--- config.mk ---
export PLATFORM = sky130hd
export DESIGN_NAME = lmt_top
export DESIGN_NICKNAME = d
export VERILOG_FILES = /design/src/hdl/lmt_pkg.sv /design/src/hdl/lmt_axil_slave.sv /design/src/hdl/lmt_top.sv
export VERILOG_INCLUDE_DIRS = /design/src /design/src/hdl
export SDC_FILE = /design/constraint.sdc
export NUM_CORES = 1
export LEC_CHECK = 0
export BUFFER_PORTS_ARGS = -buffer_cell sky130_fd_sc_hd__buf_4
export CORE_MARGIN = 2
export CORE_UTILIZATION = 53
export CTS_CLUSTER_DIAMETER = 50
export DETAILED_ROUTE_END_ITERATION = 12
export PLACE_DENSITY_LB_ADDON = 0.12
export SLEW_MARGIN = 20
export SYNTH_ARGS = -nofsm -noshare
export SYNTH_HDL_FRONTEND = slang
export SYNTH_SLANG_ARGS = --single-unit
--- constraint.sdc ---
create_clock -name aclk -period 7 [get_ports aclk]
set_input_delay 2.1 -clock aclk [delete_from_list [all_inputs] [get_ports aclk]]
set_output_delay 2.1 -clock aclk [all_outputs]
set_load 0.03 [all_outputs]
--- src/hdl/lmt_regs.svh ---
// Purpose: register map, field positions and reset values of the line monitor block
// Assumes: byte address on the register bus is four times the register index
// Notes:   definitions only
`ifndef LMT_REGS_SVH
`define LMT_REGS_SVH

`define LMT_ADDR_W      10
`define LMT_IDX_THRESH  8'h2B
`define LMT_IDX_CTRL    8'h2C
`define LMT_IDX_GIE     8'h30
`define LMT_IDX_STAT    8'h31
`define LMT_IDX_MASK    8'h32
`define LMT_IDX_LEVEL   8'h33

`define LMT_CTRL_DIR    0
`define LMT_CTRL_IMASK  1
`define LMT_CTRL_SRC    2
`define LMT_CTRL_FLAG   3

`define LMT_EV_CROSS    0
`define LMT_EV_CUR      1
`define LMT_EV_VOLT     2
`define LMT_EV_W        3

`define LMT_RST_THRESH  8'h00
`define LMT_RST_CTRL    4'h0
`define LMT_RST_GIE     1'h0
`define LMT_RST_STAT    3'h0
`define LMT_RST_MASK    3'h0
`define LMT_RST_LEVEL   9'h000

`define LMT_RESP_OKAY   2'h0
`define LMT_RESP_SLVERR 2'h2

`endif

--- src/hdl/lmt_pkg.sv ---
// Purpose: shared types of the line monitor block
// Assumes: lmt_regs.svh gives the address width
// Notes:   types only, constants live in the header
`include "lmt_regs.svh"

package lmt_pkg;

  // one measurement update: valid is a one-cycle strobe, value is two's complement
  typedef struct packed {
    logic       valid;
    logic [7:0] value;
  } lmt_meas_t;

  // control register, packed so that bit 3 is the flag and bit 0 the direction
  typedef struct packed {
    logic flag;
    logic src;
    logic imask;
    logic dir;
  } lmt_ctrl_t;

  // one register write handed from the bus slave to the register file
  typedef struct packed {
    logic                   en;
    logic [`LMT_ADDR_W-1:0] addr;
    logic [31:0]            data;
    logic [3:0]             strb;
  } lmt_wr_t;

endpackage

--- src/hdl/lmt_axil_slave.sv ---
// Purpose: AXI4-Lite slave front end for the line monitor register file
// Assumes: one write and one read in flight at most
// Notes:   write performed one cycle after both address and data are held
`timescale 1ns/1ps
`default_nettype none
`include "lmt_regs.svh"

module lmt_axil_slave (
  // clock and reset
  input  wire logic                   aclk,
  input  wire logic                   aresetn,
  // write channels
  input  wire logic [`LMT_ADDR_W-1:0] s_axi_awaddr,
  input  wire logic                   s_axi_awvalid,
  output var  logic                   s_axi_awready,
  input  wire logic [31:0]            s_axi_wdata,
  input  wire logic [3:0]             s_axi_wstrb,
  input  wire logic                   s_axi_wvalid,
  output var  logic                   s_axi_wready,
  output var  logic [1:0]             s_axi_bresp,
  output var  logic                   s_axi_bvalid,
  input  wire logic                   s_axi_bready,
  // read channels
  input  wire logic [`LMT_ADDR_W-1:0] s_axi_araddr,
  input  wire logic                   s_axi_arvalid,
  output var  logic                   s_axi_arready,
  output var  logic [31:0]            s_axi_rdata,
  output var  logic [1:0]             s_axi_rresp,
  output var  logic                   s_axi_rvalid,
  input  wire logic                   s_axi_rready,
  // register file side
  output var  lmt_pkg::lmt_wr_t       wr,
  input  wire logic                   wr_ok,
  output var  logic [`LMT_ADDR_W-1:0] rd_addr,
  input  wire logic [31:0]            rd_data,
  input  wire logic                   rd_ok
);

  logic                   awready_q, awready_d;
  logic                   wready_q,  wready_d;
  logic [`LMT_ADDR_W-1:0] awaddr_q,  awaddr_d;
  logic [31:0]            wdata_q,   wdata_d;
  logic [3:0]             wstrb_q,   wstrb_d;
  logic                   bvalid_q,  bvalid_d;
  logic [1:0]             bresp_q,   bresp_d;
  logic                   arready_q, arready_d;
  logic                   rvalid_q,  rvalid_d;
  logic [31:0]            rdata_q,   rdata_d;
  logic [1:0]             rresp_q,   rresp_d;
  logic                   do_wr;

  ////////////////////////////////////////////////////////////////////////////
  // write path: a held address and held data fire once no response is pending
  assign do_wr = !awready_q && !wready_q && !bvalid_q;
  assign wr    = '{en: do_wr, addr: awaddr_q, data: wdata_q, strb: wstrb_q};

  // read data comes straight from the decode of the offered address
  assign rd_addr = s_axi_araddr;

  always_comb begin
    awready_d = awready_q;
    wready_d  = wready_q;
    awaddr_d  = awaddr_q;
    wdata_d   = wdata_q;
    wstrb_d   = wstrb_q;
    bvalid_d  = bvalid_q;
    bresp_d   = bresp_q;
    arready_d = arready_q;
    rvalid_d  = rvalid_q;
    rdata_d   = rdata_q;
    rresp_d   = rresp_q;
    if (s_axi_awvalid && awready_q) begin
      awready_d = 1'h0;
      awaddr_d  = s_axi_awaddr;
    end
    if (s_axi_wvalid && wready_q) begin
      wready_d = 1'h0;
      wdata_d  = s_axi_wdata;
      wstrb_d  = s_axi_wstrb;
    end
    if (bvalid_q && s_axi_bready) begin
      bvalid_d = 1'h0;
    end
    if (do_wr) begin
      awready_d = 1'h1;
      wready_d  = 1'h1;
      bvalid_d  = 1'h1;
      bresp_d   = wr_ok ? `LMT_RESP_OKAY : `LMT_RESP_SLVERR;
    end
    if (s_axi_arvalid && arready_q) begin
      arready_d = 1'h0;
      rvalid_d  = 1'h1;
      rdata_d   = rd_ok ? rd_data : 32'h0000_0000;
      rresp_d   = rd_ok ? `LMT_RESP_OKAY : `LMT_RESP_SLVERR;
    end
    if (rvalid_q && s_axi_rready) begin
      rvalid_d  = 1'h0;
      arready_d = 1'h1;
    end
  end

  always_ff @(posedge aclk) begin
    if (!aresetn) begin
      awready_q <= 1'h1;
      wready_q  <= 1'h1;
      awaddr_q  <= '0;
      wdata_q   <= 32'h0000_0000;
      wstrb_q   <= 4'h0;
      bvalid_q  <= 1'h0;
      bresp_q   <= `LMT_RESP_OKAY;
      arready_q <= 1'h1;
      rvalid_q  <= 1'h0;
      rdata_q   <= 32'h0000_0000;
      rresp_q   <= `LMT_RESP_OKAY;
    end else begin
      awready_q <= awready_d;
      wready_q  <= wready_d;
      awaddr_q  <= awaddr_d;
      wdata_q   <= wdata_d;
      wstrb_q   <= wstrb_d;
      bvalid_q  <= bvalid_d;
      bresp_q   <= bresp_d;
      arready_q <= arready_d;
      rvalid_q  <= rvalid_d;
      rdata_q   <= rdata_d;
      rresp_q   <= rresp_d;
    end
  end

  assign s_axi_awready = awready_q;
  assign s_axi_wready  = wready_q;
  assign s_axi_bvalid  = bvalid_q;
  assign s_axi_bresp   = bresp_q;
  assign s_axi_arready = arready_q;
  assign s_axi_rvalid  = rvalid_q;
  assign s_axi_rdata   = rdata_q;
  assign s_axi_rresp   = rresp_q;

endmodule

`default_nettype wire

--- src/hdl/lmt_top.sv ---
// Purpose: line current / line voltage threshold crossing interrupt block
// Assumes: measurement updates arrive as one-cycle strobes synchronous to aclk
// Notes:   registers on AXI4-Lite, byte address = 4 x register index
//
// How it works
// - an 8-bit writable threshold is the comparison level for crossings
// - source select 0 compares line current, 1 compares line voltage
// - direction 0 fires below threshold, 1 fires above, on absolute value
// - a crossing sets the flag at control bit 3; it reads 0 otherwise
// - the flag stays set until software writes 0 to it
// - pin asserts on a set flag only with mask and global enable set
// - with the crossing mask at 0 the pin never asserts
`timescale 1ns/1ps
`default_nettype none
`include "lmt_regs.svh"

module lmt_top (
  // clock and reset
  input  wire logic                   aclk,
  input  wire logic                   aresetn,
  // axi4-lite write channels
  input  wire logic [`LMT_ADDR_W-1:0] s_axi_awaddr,
  input  wire logic                   s_axi_awvalid,
  output var  logic                   s_axi_awready,
  input  wire logic [31:0]            s_axi_wdata,
  input  wire logic [3:0]             s_axi_wstrb,
  input  wire logic                   s_axi_wvalid,
  output var  logic                   s_axi_wready,
  output var  logic [1:0]             s_axi_bresp,
  output var  logic                   s_axi_bvalid,
  input  wire logic                   s_axi_bready,
  // axi4-lite read channels
  input  wire logic [`LMT_ADDR_W-1:0] s_axi_araddr,
  input  wire logic                   s_axi_arvalid,
  output var  logic                   s_axi_arready,
  output var  logic [31:0]            s_axi_rdata,
  output var  logic [1:0]             s_axi_rresp,
  output var  logic                   s_axi_rvalid,
  input  wire logic                   s_axi_rready,
  // measurement updates
  input  wire lmt_pkg::lmt_meas_t     line_current_measure,
  input  wire lmt_pkg::lmt_meas_t     line_voltage_measure,
  // interrupt outputs
  output var  logic                   analog_out_irq_pin,
  output var  logic                   irq
);

  lmt_pkg::lmt_wr_t       wr;
  logic                   wr_ok;
  logic [`LMT_ADDR_W-1:0] rd_addr;
  logic [31:0]            rd_data;
  logic                   rd_ok;

  ////////////////////////////////////////////////////////////////////////////
  // bus slave

  lmt_axil_slave u_slave (
    .aclk          (aclk),
    .aresetn       (aresetn),
    .s_axi_awaddr  (s_axi_awaddr),
    .s_axi_awvalid (s_axi_awvalid),
    .s_axi_awready (s_axi_awready),
    .s_axi_wdata   (s_axi_wdata),
    .s_axi_wstrb   (s_axi_wstrb),
    .s_axi_wvalid  (s_axi_wvalid),
    .s_axi_wready  (s_axi_wready),
    .s_axi_bresp   (s_axi_bresp),
    .s_axi_bvalid  (s_axi_bvalid),
    .s_axi_bready  (s_axi_bready),
    .s_axi_araddr  (s_axi_araddr),
    .s_axi_arvalid (s_axi_arvalid),
    .s_axi_arready (s_axi_arready),
    .s_axi_rdata   (s_axi_rdata),
    .s_axi_rresp   (s_axi_rresp),
    .s_axi_rvalid  (s_axi_rvalid),
    .s_axi_rready  (s_axi_rready),
    .wr            (wr),
    .wr_ok         (wr_ok),
    .rd_addr       (rd_addr),
    .rd_data       (rd_data),
    .rd_ok         (rd_ok)
  );

  ////////////////////////////////////////////////////////////////////////////
  // helpers

  // nine bits so that the most negative code keeps its full magnitude
  function automatic logic [8:0] magnitude(input logic [7:0] v);
    magnitude = v[7] ? (9'h000 - {1'h1, v}) : {1'h0, v};
  endfunction

  function automatic logic [7:0] reg_index(input logic [`LMT_ADDR_W-1:0] a);
    reg_index = a[`LMT_ADDR_W-1:2];
  endfunction

  ////////////////////////////////////////////////////////////////////////////
  // state

  logic [7:0]          thresh_q, thresh_d;
  lmt_pkg::lmt_ctrl_t  ctrl_q,   ctrl_d;
  logic                gie_q,    gie_d;
  logic [`LMT_EV_W-1:0] stat_q,  stat_d;
  logic [`LMT_EV_W-1:0] mask_q,  mask_d;
  logic [8:0]          level_q,  level_d;
  logic                pin_q,    pin_d;
  logic                irq_q,    irq_d;

  lmt_pkg::lmt_meas_t  sel;
  logic [8:0]          cur_mag;
  logic [8:0]          volt_mag;
  logic [8:0]          sel_mag;
  logic [8:0]          thr9;
  logic                hit;
  logic                wr_lane;
  logic                wr_thr;
  logic                wr_ctrl;
  logic                wr_gie;
  logic                wr_stat;
  logic                wr_mask;
  logic [`LMT_EV_W-1:0] events;

  ////////////////////////////////////////////////////////////////////////////
  // threshold comparison

  assign cur_mag  = magnitude(line_current_measure.value);
  assign volt_mag = magnitude(line_voltage_measure.value);
  assign sel      = ctrl_q.src ? line_voltage_measure : line_current_measure;
  assign sel_mag  = ctrl_q.src ? volt_mag : cur_mag;
  assign thr9     = {1'h0, thresh_q};
  // evaluated only on the strobe of the selected source, so one hit per update
  assign hit = sel.valid && (ctrl_q.dir ? (sel_mag > thr9) : (sel_mag < thr9));

  assign events = {line_voltage_measure.valid, line_current_measure.valid, hit};

  ////////////////////////////////////////////////////////////////////////////
  // register writes

  // written registers are one byte wide at most, only the low lane carries them
  assign wr_lane = wr.en && wr.strb[0];
  assign wr_thr  = wr_lane && (reg_index(wr.addr) == `LMT_IDX_THRESH);
  assign wr_ctrl = wr_lane && (reg_index(wr.addr) == `LMT_IDX_CTRL);
  assign wr_gie  = wr_lane && (reg_index(wr.addr) == `LMT_IDX_GIE);
  assign wr_stat = wr_lane && (reg_index(wr.addr) == `LMT_IDX_STAT);
  assign wr_mask = wr_lane && (reg_index(wr.addr) == `LMT_IDX_MASK);

  always_comb begin
    thresh_d = thresh_q;
    ctrl_d   = ctrl_q;
    gie_d    = gie_q;
    stat_d   = stat_q;
    mask_d   = mask_q;
    level_d  = level_q;
    if (wr_thr) begin
      thresh_d = wr.data[7:0];
    end
    if (wr_ctrl) begin
      ctrl_d.src   = wr.data[`LMT_CTRL_SRC];
      ctrl_d.imask = wr.data[`LMT_CTRL_IMASK];
      ctrl_d.dir   = wr.data[`LMT_CTRL_DIR];
      // writing 1 to the flag has no effect; only a 0 clears it
      if (!wr.data[`LMT_CTRL_FLAG]) begin
        ctrl_d.flag = 1'h0;
      end
    end
    // a crossing in the clearing cycle wins over the clear
    if (hit) begin
      ctrl_d.flag = 1'h1;
    end
    if (wr_gie) begin
      gie_d = wr.data[0];
    end
    if (wr_stat) begin
      stat_d = stat_q & ~wr.data[`LMT_EV_W-1:0];
    end
    stat_d = stat_d | events;
    if (wr_mask) begin
      mask_d = wr.data[`LMT_EV_W-1:0];
    end
    if (sel.valid) begin
      level_d = sel_mag;
    end
    pin_d = ctrl_d.flag && ctrl_d.imask && gie_d;
    irq_d = |(stat_d & mask_d);
  end

  always_ff @(posedge aclk) begin
    if (!aresetn) begin
      thresh_q <= `LMT_RST_THRESH;
      ctrl_q   <= `LMT_RST_CTRL;
      gie_q    <= `LMT_RST_GIE;
      stat_q   <= `LMT_RST_STAT;
      mask_q   <= `LMT_RST_MASK;
      level_q  <= `LMT_RST_LEVEL;
      pin_q    <= 1'h0;
      irq_q    <= 1'h0;
    end else begin
      thresh_q <= thresh_d;
      ctrl_q   <= ctrl_d;
      gie_q    <= gie_d;
      stat_q   <= stat_d;
      mask_q   <= mask_d;
      level_q  <= level_d;
      pin_q    <= pin_d;
      irq_q    <= irq_d;
    end
  end

  assign analog_out_irq_pin = pin_q;
  assign irq                = irq_q;

  ////////////////////////////////////////////////////////////////////////////
  // register reads, reserved bits read zero

  assign wr_ok = (reg_index(wr.addr) inside {`LMT_IDX_THRESH, `LMT_IDX_CTRL, `LMT_IDX_GIE,
                                             `LMT_IDX_STAT, `LMT_IDX_MASK, `LMT_IDX_LEVEL});

  always_comb begin
    rd_data = 32'h0000_0000;
    rd_ok   = 1'h1;
    case (reg_index(rd_addr))
      `LMT_IDX_THRESH: rd_data[7:0]           = thresh_q;
      `LMT_IDX_CTRL:   rd_data[3:0]           = ctrl_q;
      `LMT_IDX_GIE:    rd_data[0]             = gie_q;
      `LMT_IDX_STAT:   rd_data[`LMT_EV_W-1:0] = stat_q;
      `LMT_IDX_MASK:   rd_data[`LMT_EV_W-1:0] = mask_q;
      `LMT_IDX_LEVEL:  rd_data[8:0]           = level_q;
      default:         rd_ok                  = 1'h0;
    endcase
  end
endmodule

`default_nettype wire

# --- After elaboration in Yosys (flattened, before gate mapping) ---
# Cells that the tools add are included.
word_totals:
  reg_bits: 90
op_classes:
  reduce_logical: 25
  eq_ne: 12
  n_bitwise: 5
  n_lt_le_gt_ge: 2
  mux: 22
  addsub: 2
op_table:
  columns: ["op", "n"]
  rows:
  - ["$eq A8 B6 Y1 const B", 12]
  - ["$mux W9", 5]
  - ["$sub A1 B9 Y9 const A", 2]
  - ["$logic_and A1 B1 Y1", 16]
  - ["$pmux W2 S5", 1]
  - ["$gt A9 B8 Y1", 1]
  - ["$lt A9 B8 Y1", 1]
  - ["$mux W1", 8]
  - ["$pmux W4 S2", 1]
  - ["$and A3 B3 Y3", 2]
  - ["$mux W3", 2]
  - ["$pmux W1 S6", 1]
  - ["$reduce_bool A6 Y1", 1]
  - ["$reduce_or A6 Y1", 1]
  - ["$mux W2", 2]
  - ["$mux W4", 1]
  - ["$reduce_or A2 Y1", 2]
  - ["$logic_not A1 Y1", 3]
  - ["$not A3 Y3", 1]
  - ["$or A3 B3 Y3", 1]
  - ["$pmux W1 S3", 1]
  - ["$reduce_or A3 Y1", 1]
  - ["$reduce_bool A2 Y1", 1]
  - ["$not A1 Y1", 1]

# --- Longest topological paths before layout ---
# Gate-level depths: netlist of the first run.
depth:
  word_depth: 9
  mapped_depth: 13
  mapped_depth_nobuf: 13

# --- Cells and area by module ---
# Synthesis of the first run repeated with hierarchy kept, for this count alone.
hier_totals:
  cells_unflattened: 653
  area_unflattened_um2: 5959.5
modules_own_cells:
  columns: ["module", "n_inst", "seq_area_each_um2", "cells_per_inst", "area_each_um2"]
  rows:
  - ["lmt_axil_slave", 1, 1701.6, 400, 3838.7]
  - ["lmt_top", 1, 600.6, 253, 2120.8]

# --- Worst setup path after synthesis of the first run ---
# Ideal clock, no wire load.
synth_timing:
  path_type: "input -> register"
  from: "input line_current_measure[1] (netlist bit)"
  to: "register pin_q, in the netlist analog_out_irq_pin"
  path_stages: 12
  t_required_ps: 6885
  n_path_buf: 0
  path_slack_ps: 2555
  setup_time_ps: 115
  arrival_time_ps: 4330
  cell_sequence: "inv_1 -> ha_1 -> or3b_1 -> o31ai_1 -> xor2_1 -> mux2i_1 -> ha_1 -> a21o_1 -> a21oi_1 -> a21o_1 -> nand3_1 -> a2111oi_0"
synth_between:
  elab_chain_len: 9
  word_cells_on_any_way: 10
synth_rtl:
  columns: ["item", "line", "rtl"]
  rows:
  - ["from (decl)", "lmt_top.sv:41", "input wire lmt_pkg::lmt_meas_t line_current_measure,"]
  - ["$sub A1 B9 Y9 *", "lmt_top.sv:89", "magnitude = v[7] ? (9'h000 - {1'h1, v}) : {1'h0, v};"]
  - ["$mux W9 *", "lmt_top.sv:89", null]
  - ["$mux W9 *", "lmt_top.sv:128", "assign sel_mag = ctrl_q.src ? volt_mag : cur_mag;"]
  - ["via sel_mag[6]", "lmt_top.sv:111", "logic [8:0] sel_mag;"]
  - ["$lt A9 B8 Y1 or $gt A9 B8 Y1 (tied branches)", "lmt_top.sv:131", "assign hit = sel.valid && (ctrl_q.dir ? (sel_mag > thr9) : (sel_mag < thr9));"]
  - ["$mux W1 *", "lmt_top.sv:131", null]
  - ["$logic_and A1 B1 Y1 *", "lmt_top.sv:131", null]
  - ["$mux W1 *", "lmt_top.sv:166", "if (hit) begin"]
  - ["$logic_and A1 B1 Y1 * (2 in a row)", "lmt_top.sv:182", "pin_d = ctrl_d.flag && ctrl_d.imask && gie_d;"]
  - ["to (signal assigned)", "lmt_top.sv:203", "pin_q <= pin_d;"]
  - ["to (decl)", "lmt_top.sv:105", "logic pin_q, pin_d;"]
# Mark *: on every way through the listed nets, which the timed path passes. The rest lies on a longest branch.
# A chain may end at the register's enable or synchronous reset.

# --- Final worst setup path of the first run ---
layout_timing:
  from: "input line_current_measure[0] (netlist bit)"
  to: "register pin_q, in the netlist analog_out_irq_pin"
# Same word-level chain as after synthesis.

==> results of run 1 <==
==> metrics by stage <==
step           instances  total power [µW]  util, %  setup WS, ns
2_1_floorplan        421             488.5        -         2.555
3_3_place_gp         521             522.7    62.52         1.901
3_5_place_dp         521             526.2    62.52         1.832
4_1_cts              536             819.9    65.53         2.179
5_1_grt              536             848.0    65.53         2.011
6_report             536             813.1    65.53         2.215
==> metal layers <==
layer | track usage, % | vias to the layer above | part of all wire [%]
li1 | - | 1468 | -
met1 | 28.42 | 1365 | 45
met2 | 34.38 | 99 | 47
met3 | 4.076 | 11 | 6.3
met4 | 8.048 | 0 | 1.3
met5 | 0 | - | 0
==> cell usage after synthesis (3+ instances only) <==
| cell | n | area [µm²] |
|---|---|---|
| a2bb2oi_1 | 4 | 35.03 |
| mux2i_1 | 17 | 170.2 |
| buf_4 | 25 | 187.7 |
| a21oi_1 | 37 | 185.2 |
| xnor2_1 | 3 | 26.28 |
| clkbuf_1 | 14 | 52.55 |
| nor4_1 | 3 | 18.77 |
| nor2_1 | 32 | 120.1 |
| a22oi_1 | 8 | 60.06 |
| ha_1 | 10 | 125.1 |
| or3b_1 | 3 | 26.28 |
| xor2_1 | 7 | 61.31 |
| o21ai_1 | 4 | 20.02 |
| dfxtp_1 | 63 | 1261 |
| nor3_1 | 3 | 15.01 |
| inv_1 | 14 | 52.55 |
| nor2b_1 | 4 | 25.02 |
| nand2_1 | 52 | 195.2 |
| o31ai_1 | 5 | 37.54 |
| o21ai_0 | 4 | 20.02 |
| nand3_1 | 28 | 140.1 |
| and3_1 | 4 | 25.02 |
| nand2b_1 | 5 | 31.28 |
==> cell families after synthesis <==
group,synth area share [%]
flip-flops,38.25
AND/OR/NAND/NOR,22.01
AO/OA/AOI/OAI,16.70
adder cells (fa/ha/maj),3.795
XOR/XNOR,2.657
buffers and inverters,9.601
multiplexers,6.869
other,0.1137
==> cell type report <==
type,instances,area (µm²)
fill,573,2053
multi-input combinational,301,1809
sequential,63,1261
timing repair buffer,67,503.0
clock buffer,11,131.4
tap,75,93.84
inverter,15,56.30
clock inverter,4,47.55
==> worst min path at each step <==
stage / from / endpoint / slack [ns]
after floorplan: u_slave.awaddr_q[7]$_SDFFE_PN0P_ / u_slave.awaddr_q[7]$_SDFFE_PN0P_ / 0.43
after global placement: level_q[3]$_SDFFE_PN0P_ / level_q[3]$_SDFFE_PN0P_ / 0.44
after detailed placement: level_q[4]$_SDFFE_PN0P_ / level_q[4]$_SDFFE_PN0P_ / 0.44
after CTS: level_q[3]$_SDFFE_PN0P_ / level_q[3]$_SDFFE_PN0P_ / 0.45
after global routing: u_slave.s_axi_rdata[8]$_SDFFE_PN0P_ / u_slave.s_axi_rdata[8]$_SDFFE_PN0P_ / 0.47
final: level_q[5]$_SDFFE_PN0P_ / level_q[5]$_SDFFE_PN0P_ / 0.45
==> sequential cells by signal, indices dropped and copies added, names as in the netlist <==
| register | count |
|---|---|
| level_q | 9 |
| u_slave.s_axi_rvalid | 1 |
| u_slave.s_axi_awready | 1 |
| u_slave.s_axi_bvalid | 1 |
| u_slave.wstrb_q | 1 |
| u_slave.s_axi_rresp | 1 |
| analog_out_irq_pin | 1 |
| u_slave.s_axi_bresp | 1 |
| u_slave.s_axi_wready | 1 |
| ctrl_q | 4 |
| stat_q | 3 |
| u_slave.awaddr_q | 8 |
| gie_q | 1 |
| irq | 1 |
| thresh_q | 8 |
| u_slave.s_axi_arready | 1 |
| mask_q | 3 |
| u_slave.wdata_q | 8 |
| u_slave.s_axi_rdata | 9 |
==> critical path: stages <==
cell and delay, ns:
buf_4 0.13, inv_1 0.06, ha_1 0.16, or3b_1 0.37
o31ai_1 0.25, xor2_1 0.20, mux2i_1 0.13, ha_1 0.34
a21o_1 0.18, a21oi_1 0.22, a21o_1 0.15, nand3_1 0.18
a2111oi_0 0.50
==> power by group <==
| group | internal, µW | total [µW] | switching (µW) | leakage [µW] |
|---|---|---|---|---|
| combinational | 52.6 | 132 | 79.1 | 0.00108 |
| clock | 161 | 293 | 132 | 0.0000892 |
| sequential | 374 | 388 | 13.8 | 0.000515 |
==> flow_summary.ini, run 1 <==
[status]
run_status = complete, no violations

[critical_path]
worstPathArrival_ns = 4.97
critPathRequiredTime_ns = 7.18
r2r_cells = 9
criticalPathCategory = in2reg
critical_path.reg2reg.startpoint = ctrl_q[2]$_SDFFE_PN0P_
cp-endpoint = analog_out_irq_pin$_SDFF_PN0_
crit_path_max_fanout = 5
worst_setup_path_end_kind = flip-flop
worst-r2r-setup-slack_ns = 3.90
cp-start-kind = primary input
cp-startpoint = line_current_measure[0]
timing.rr.end = analog_out_irq_pin$_SDFF_PN0_

[finish]
mostFrequentLayoutCell = buf_4
fin_nets = 548
layout.cells.most_common_list = 67 x buf_4, 63 x dfxtp_1, 52 x nand2_1
final_layout_size_suffix_gt1_share_pct = 19.09
design_area_um2 = 3902
area_growth_synth_to_finish_pct = 18.37
num_antenna_cells = 0

[power]
power-per-cell-area_nw_per_um2 = 208.3
largest_vdd_supply_drop_mv = 0.1757
cellLeakagePower_uw = 0.001687

[clock_tree]
htree_num_levels = 3
clk_path_buf_depth = 2
cts_post_setup_buffers_inserted = 0
clkTransAtPathRegs_ns = 0.07
hold_bufs_inserted_after_cts = 0
cts_root_buffer = clkbuf_8
cts_inserted_buffers = 9
clk-insertion-delay-late_ns = 0.34
cts_tree = yes
cts.sinks = 63
post_cts.resized_instances = 0

[sta]
max_slew_margin_pct = 25.40
finalHoldWorstSlack_ns = 0.4536
max_freq_mhz = 209.0
period_minus_slack_ns = 4.785
rsz_0062_raised_after_global_routing = no
final-hold-violation-count = 0
max_slew.worst_pin.slew_ns = 1.110
setup_viol_count_final = 0
setup-tns-final_ns = 0
final_worst_path_period_share_pct = 68.36
worst_clock_skew_ns = 0.01083
timing.final.max_slew_violations = 0

[drt]
detail_route.drc_violations = 0
antenna_left = 0
wire_per_inst_um = 13.76
drt-total-wl_um = 7375
detailroute.via_count = 2943
drt-pass1-iter-count = 4
post_drt_via_cell_ratio = 5.491
drt_first_iter_violations = 188

[floorplan]
design.die.area_um2 = 6867
initial_utilization_pct = 55.36
design.core.area_um2 = 5956
placementRows = 28
fp.dieW_um = 82.87
num_io_pins = 124
chipHeight_um = 82.87

[placed_design]
dp.final_hpwl_um = 5494
placement.cell_area_um2 = 3724
numPortBuffers = 67
place_congestion = 0.8392

[global_routing]
grt_max_degree = 55
grt_pass1_vias = 2680
grt_antenna_before_repair = 0
globalRouteTotalUtil_pct = 21.37
globalRouteOverflowTotal = 0
grt_pass1_wl_um = 12280

[synthesis]
synth_seq_cells = 63
synth_sequential_area_ratio_pct = 38.25
synth_top_flop_cell = dfxtp_1
mappedNetlistArea_um2 = 3297
syn_avg_cell_area_um2 = 8.305
async_reset_ff_share_pct = 0
synth-edff-count = 0
yosys.cell_types.count = 57
warnings_synthesis = 0
cells_after_synth = 397

[job]
maxCapViolations = 0

[min_path]
hold_depth = 2
min_path_type = reg2reg
No activity file was read; power rests on OpenSTA's default activity.
==> inputs of run 2 (changes only) <==
Settings changed: CORE_UTILIZATION 53 to 45.
Clock period 7 ns to 4.2 ns, I/O delays scaled along.
==> run 2 against run 1 <==
Setup slack got worse by 2.0 ns. Die area up 17%. Combinational power increased by 67%. First-iteration DRC count is 18% lower. Largest cell class unchanged. Sequential cell count is the same.
==> flow_summary.ini, run 2 (same netlist as run 1, synthesis figures left out) <==
[status]
run_status = complete, no violations

[min_path]
holdCritStartpoint = level_q[4]$_SDFFE_PN0P_
min_to = level_q[4]$_SDFFE_PN0P_
hold_depth = 2
min_path_type = reg2reg

[finish]
area_growth_synth_to_finish_pct = 21.21
mostFrequentLayoutCell = buf_4
design_area_um2 = 3996
finalCoreUtilization_pct = 55.69
final_layout_size_suffix_gt1_share_pct = 19.91
filler_cell_count = 692
layout.cells.most_common_list = 72 x buf_4, 63 x dfxtp_1, 52 x nand2_1
fin_nets = 553
num_antenna_cells = 0

[critical_path]
critical_path.reg2reg.startpoint = ctrl_q[2]$_SDFFE_PN0P_
worst-r2r-setup-slack_ns = 1.13
timing.rr.end = analog_out_irq_pin$_SDFF_PN0_
cp-start-kind = primary input
crit_chain = buf_4 -> inv_1 -> ha_1 -> or3b_1 -> o31ai_1 -> xor2_1 -> mux2i_1 -> ha_1 -> a21o_1 -> a21oi_1 -> a21o_1 -> nand3_1 -> a2111oi_0 -> buf_4
crit_path_max_fanout = 4
critical_path_buf_inv_count = 3
r2r_cells = 10
max_stage_delay_ns = 0.51
slowest_stage = a2111oi_0
worst_setup_path_end_kind = flip-flop
criticalPathCategory = in2reg
worstPathArrival_ns = 4.22
crit_family = compound AO/OA/AOI/OAI gates
critPathRequiredTime_ns = 4.48

[power]
cellLeakagePower_uw = 0.001728
share_comb_of_total_power_pct = 15.5
power_switching_share_pct = 26.64
fin_total_pwr_uw = 1426
power-per-cell-area_nw_per_um2 = 356.9
power.clock.fraction_pct = 39.2
power_frac_seq_pct = 45.3
power.internal_uw = 1046
net_switching_component_of_the_power_uw = 380.0
largest_vdd_supply_drop_mv = 0.2017

[sta]
period_minus_slack_ns = 3.938
max_slew_margin_pct = 48.38
final_worst_path_period_share_pct = 93.76
timing.final.max_slew_violations = 0
worst_clock_skew_ns = 0.007246
setup_viol_count_final = 0
final-hold-violation-count = 0
max_slew.worst_pin.slew_ns = 0.7528
rsz_0062_raised_after_global_routing = no
max_freq_mhz = 253.9

[clock_tree]
cts.sinks = 63
cts_inserted_buffers = 9
clkTransAtPathRegs_ns = 0.07
htree_num_levels = 3
cts_root_buffer = clkbuf_8
hold_bufs_inserted_after_cts = 0
clk-insertion-delay-late_ns = 0.33
post_cts.resized_instances = 0
cts_tree = yes
cts_post_setup_buffers_inserted = 0
clk_path_buf_depth = 2

[floorplan]
num_io_pins = 124
fp.dieW_um = 89.60
initial_utilization_pct = 45.95
chipHeight_um = 89.60
placementRows = 31
design.core.area_um2 = 7176
design.die.area_um2 = 8027

[global_routing]
globalRouteTotalUtil_pct = 19.31
grt_pass1_vias = 2557
grt_pass1_wl_um = 12050
grt_max_degree = 33
grt_antenna_before_repair = 0
globalRouteOverflowTotal = 0

[placed_design]
placement.cell_area_um2 = 3791
dp.final_hpwl_um = 5613
numPortBuffers = 67
place_congestion = 0.8073

[drt]
post_drt_via_cell_ratio = 5.147
detail_route.drc_violations = 0
detailroute.via_count = 2913
drt_first_iter_violations = 155
wire_per_inst_um = 13.24
drt-total-wl_um = 7495
antenna_left = 0
drt-pass1-iter-count = 4

[job]
maxCapViolations = 0
## run 2: power groups by stage
stage	registers, µW	logic [µW]	clock network (µW)
after floorplan	665	149	0
after global placement	659	217	0
after detailed placement	660	221	0
after CTS	647	221	569
after global routing	651	245	593
final	647	221	559
## run 2: per-layer routing
metal	share of wire, %	GRT usage, %	vias up
li1	-	-	1473
met1	47	26.34	1350
met2	46	30.55	85
met3	6.7	3.656	5
met4	0.91	6.920	0
met5	0	0	-
## run 2: how the worst max path moves through the flow
stage	slack, ns	end	depth (start not counted)	from
3_5_place_dp	-0.17	analog_out_irq_pin$_SDFF_PN0_	14	line_current_measure[1]
5_1_grt	0.02	analog_out_irq_pin$_SDFF_PN0_	14	line_current_measure[1]
3_3_place_gp	-0.13	analog_out_irq_pin$_SDFF_PN0_	14	line_current_measure[1]
6_report	0.26	analog_out_irq_pin$_SDFF_PN0_	14	line_current_measure[1]
4_1_cts	0.18	analog_out_irq_pin$_SDFF_PN0_	14	line_current_measure[1]
2_1_floorplan	0.60	analog_out_irq_pin$_SDFF_PN0_	12	line_current_measure[1]
## run 2: layout make-up
| class | count | area, µm² | area share (%) |
|---|---|---|---|
| repair buffers | 72 | 540.5 | 13.53 |
| multi-input cells | 301 | 1809 | 45.27 |
| well taps | 99 | 123.9 | 3.100 |
| flip-flops and latches | 63 | 1261 | 31.56 |
| clock inverters | 4 | 70.07 | 1.753 |
| clock buffers | 12 | 135.1 | 3.381 |
| inverters | 15 | 56.30 | 1.409 |
## run 2: stage by stage
step	worst slack, ns	TNS (ns)	hold slack, ns	instances
floorplan	0.5950	0	0.4310	421
global placement	-0.1271	-0.1271	0.4394	550
detailed placement	-0.1688	-0.1688	0.4437	550
CTS	0.1821	0	0.4525	566
global route	0.02325	0	0.4677	566
finish	0.2621	0	0.4515	566
## run 2: tightest hold or removal path, delay by kind of cell, from the launching register on
kind	cells	cell delay, ns
flops	1	0.31
simple gates	1	0.05
compound gates	1	0.05
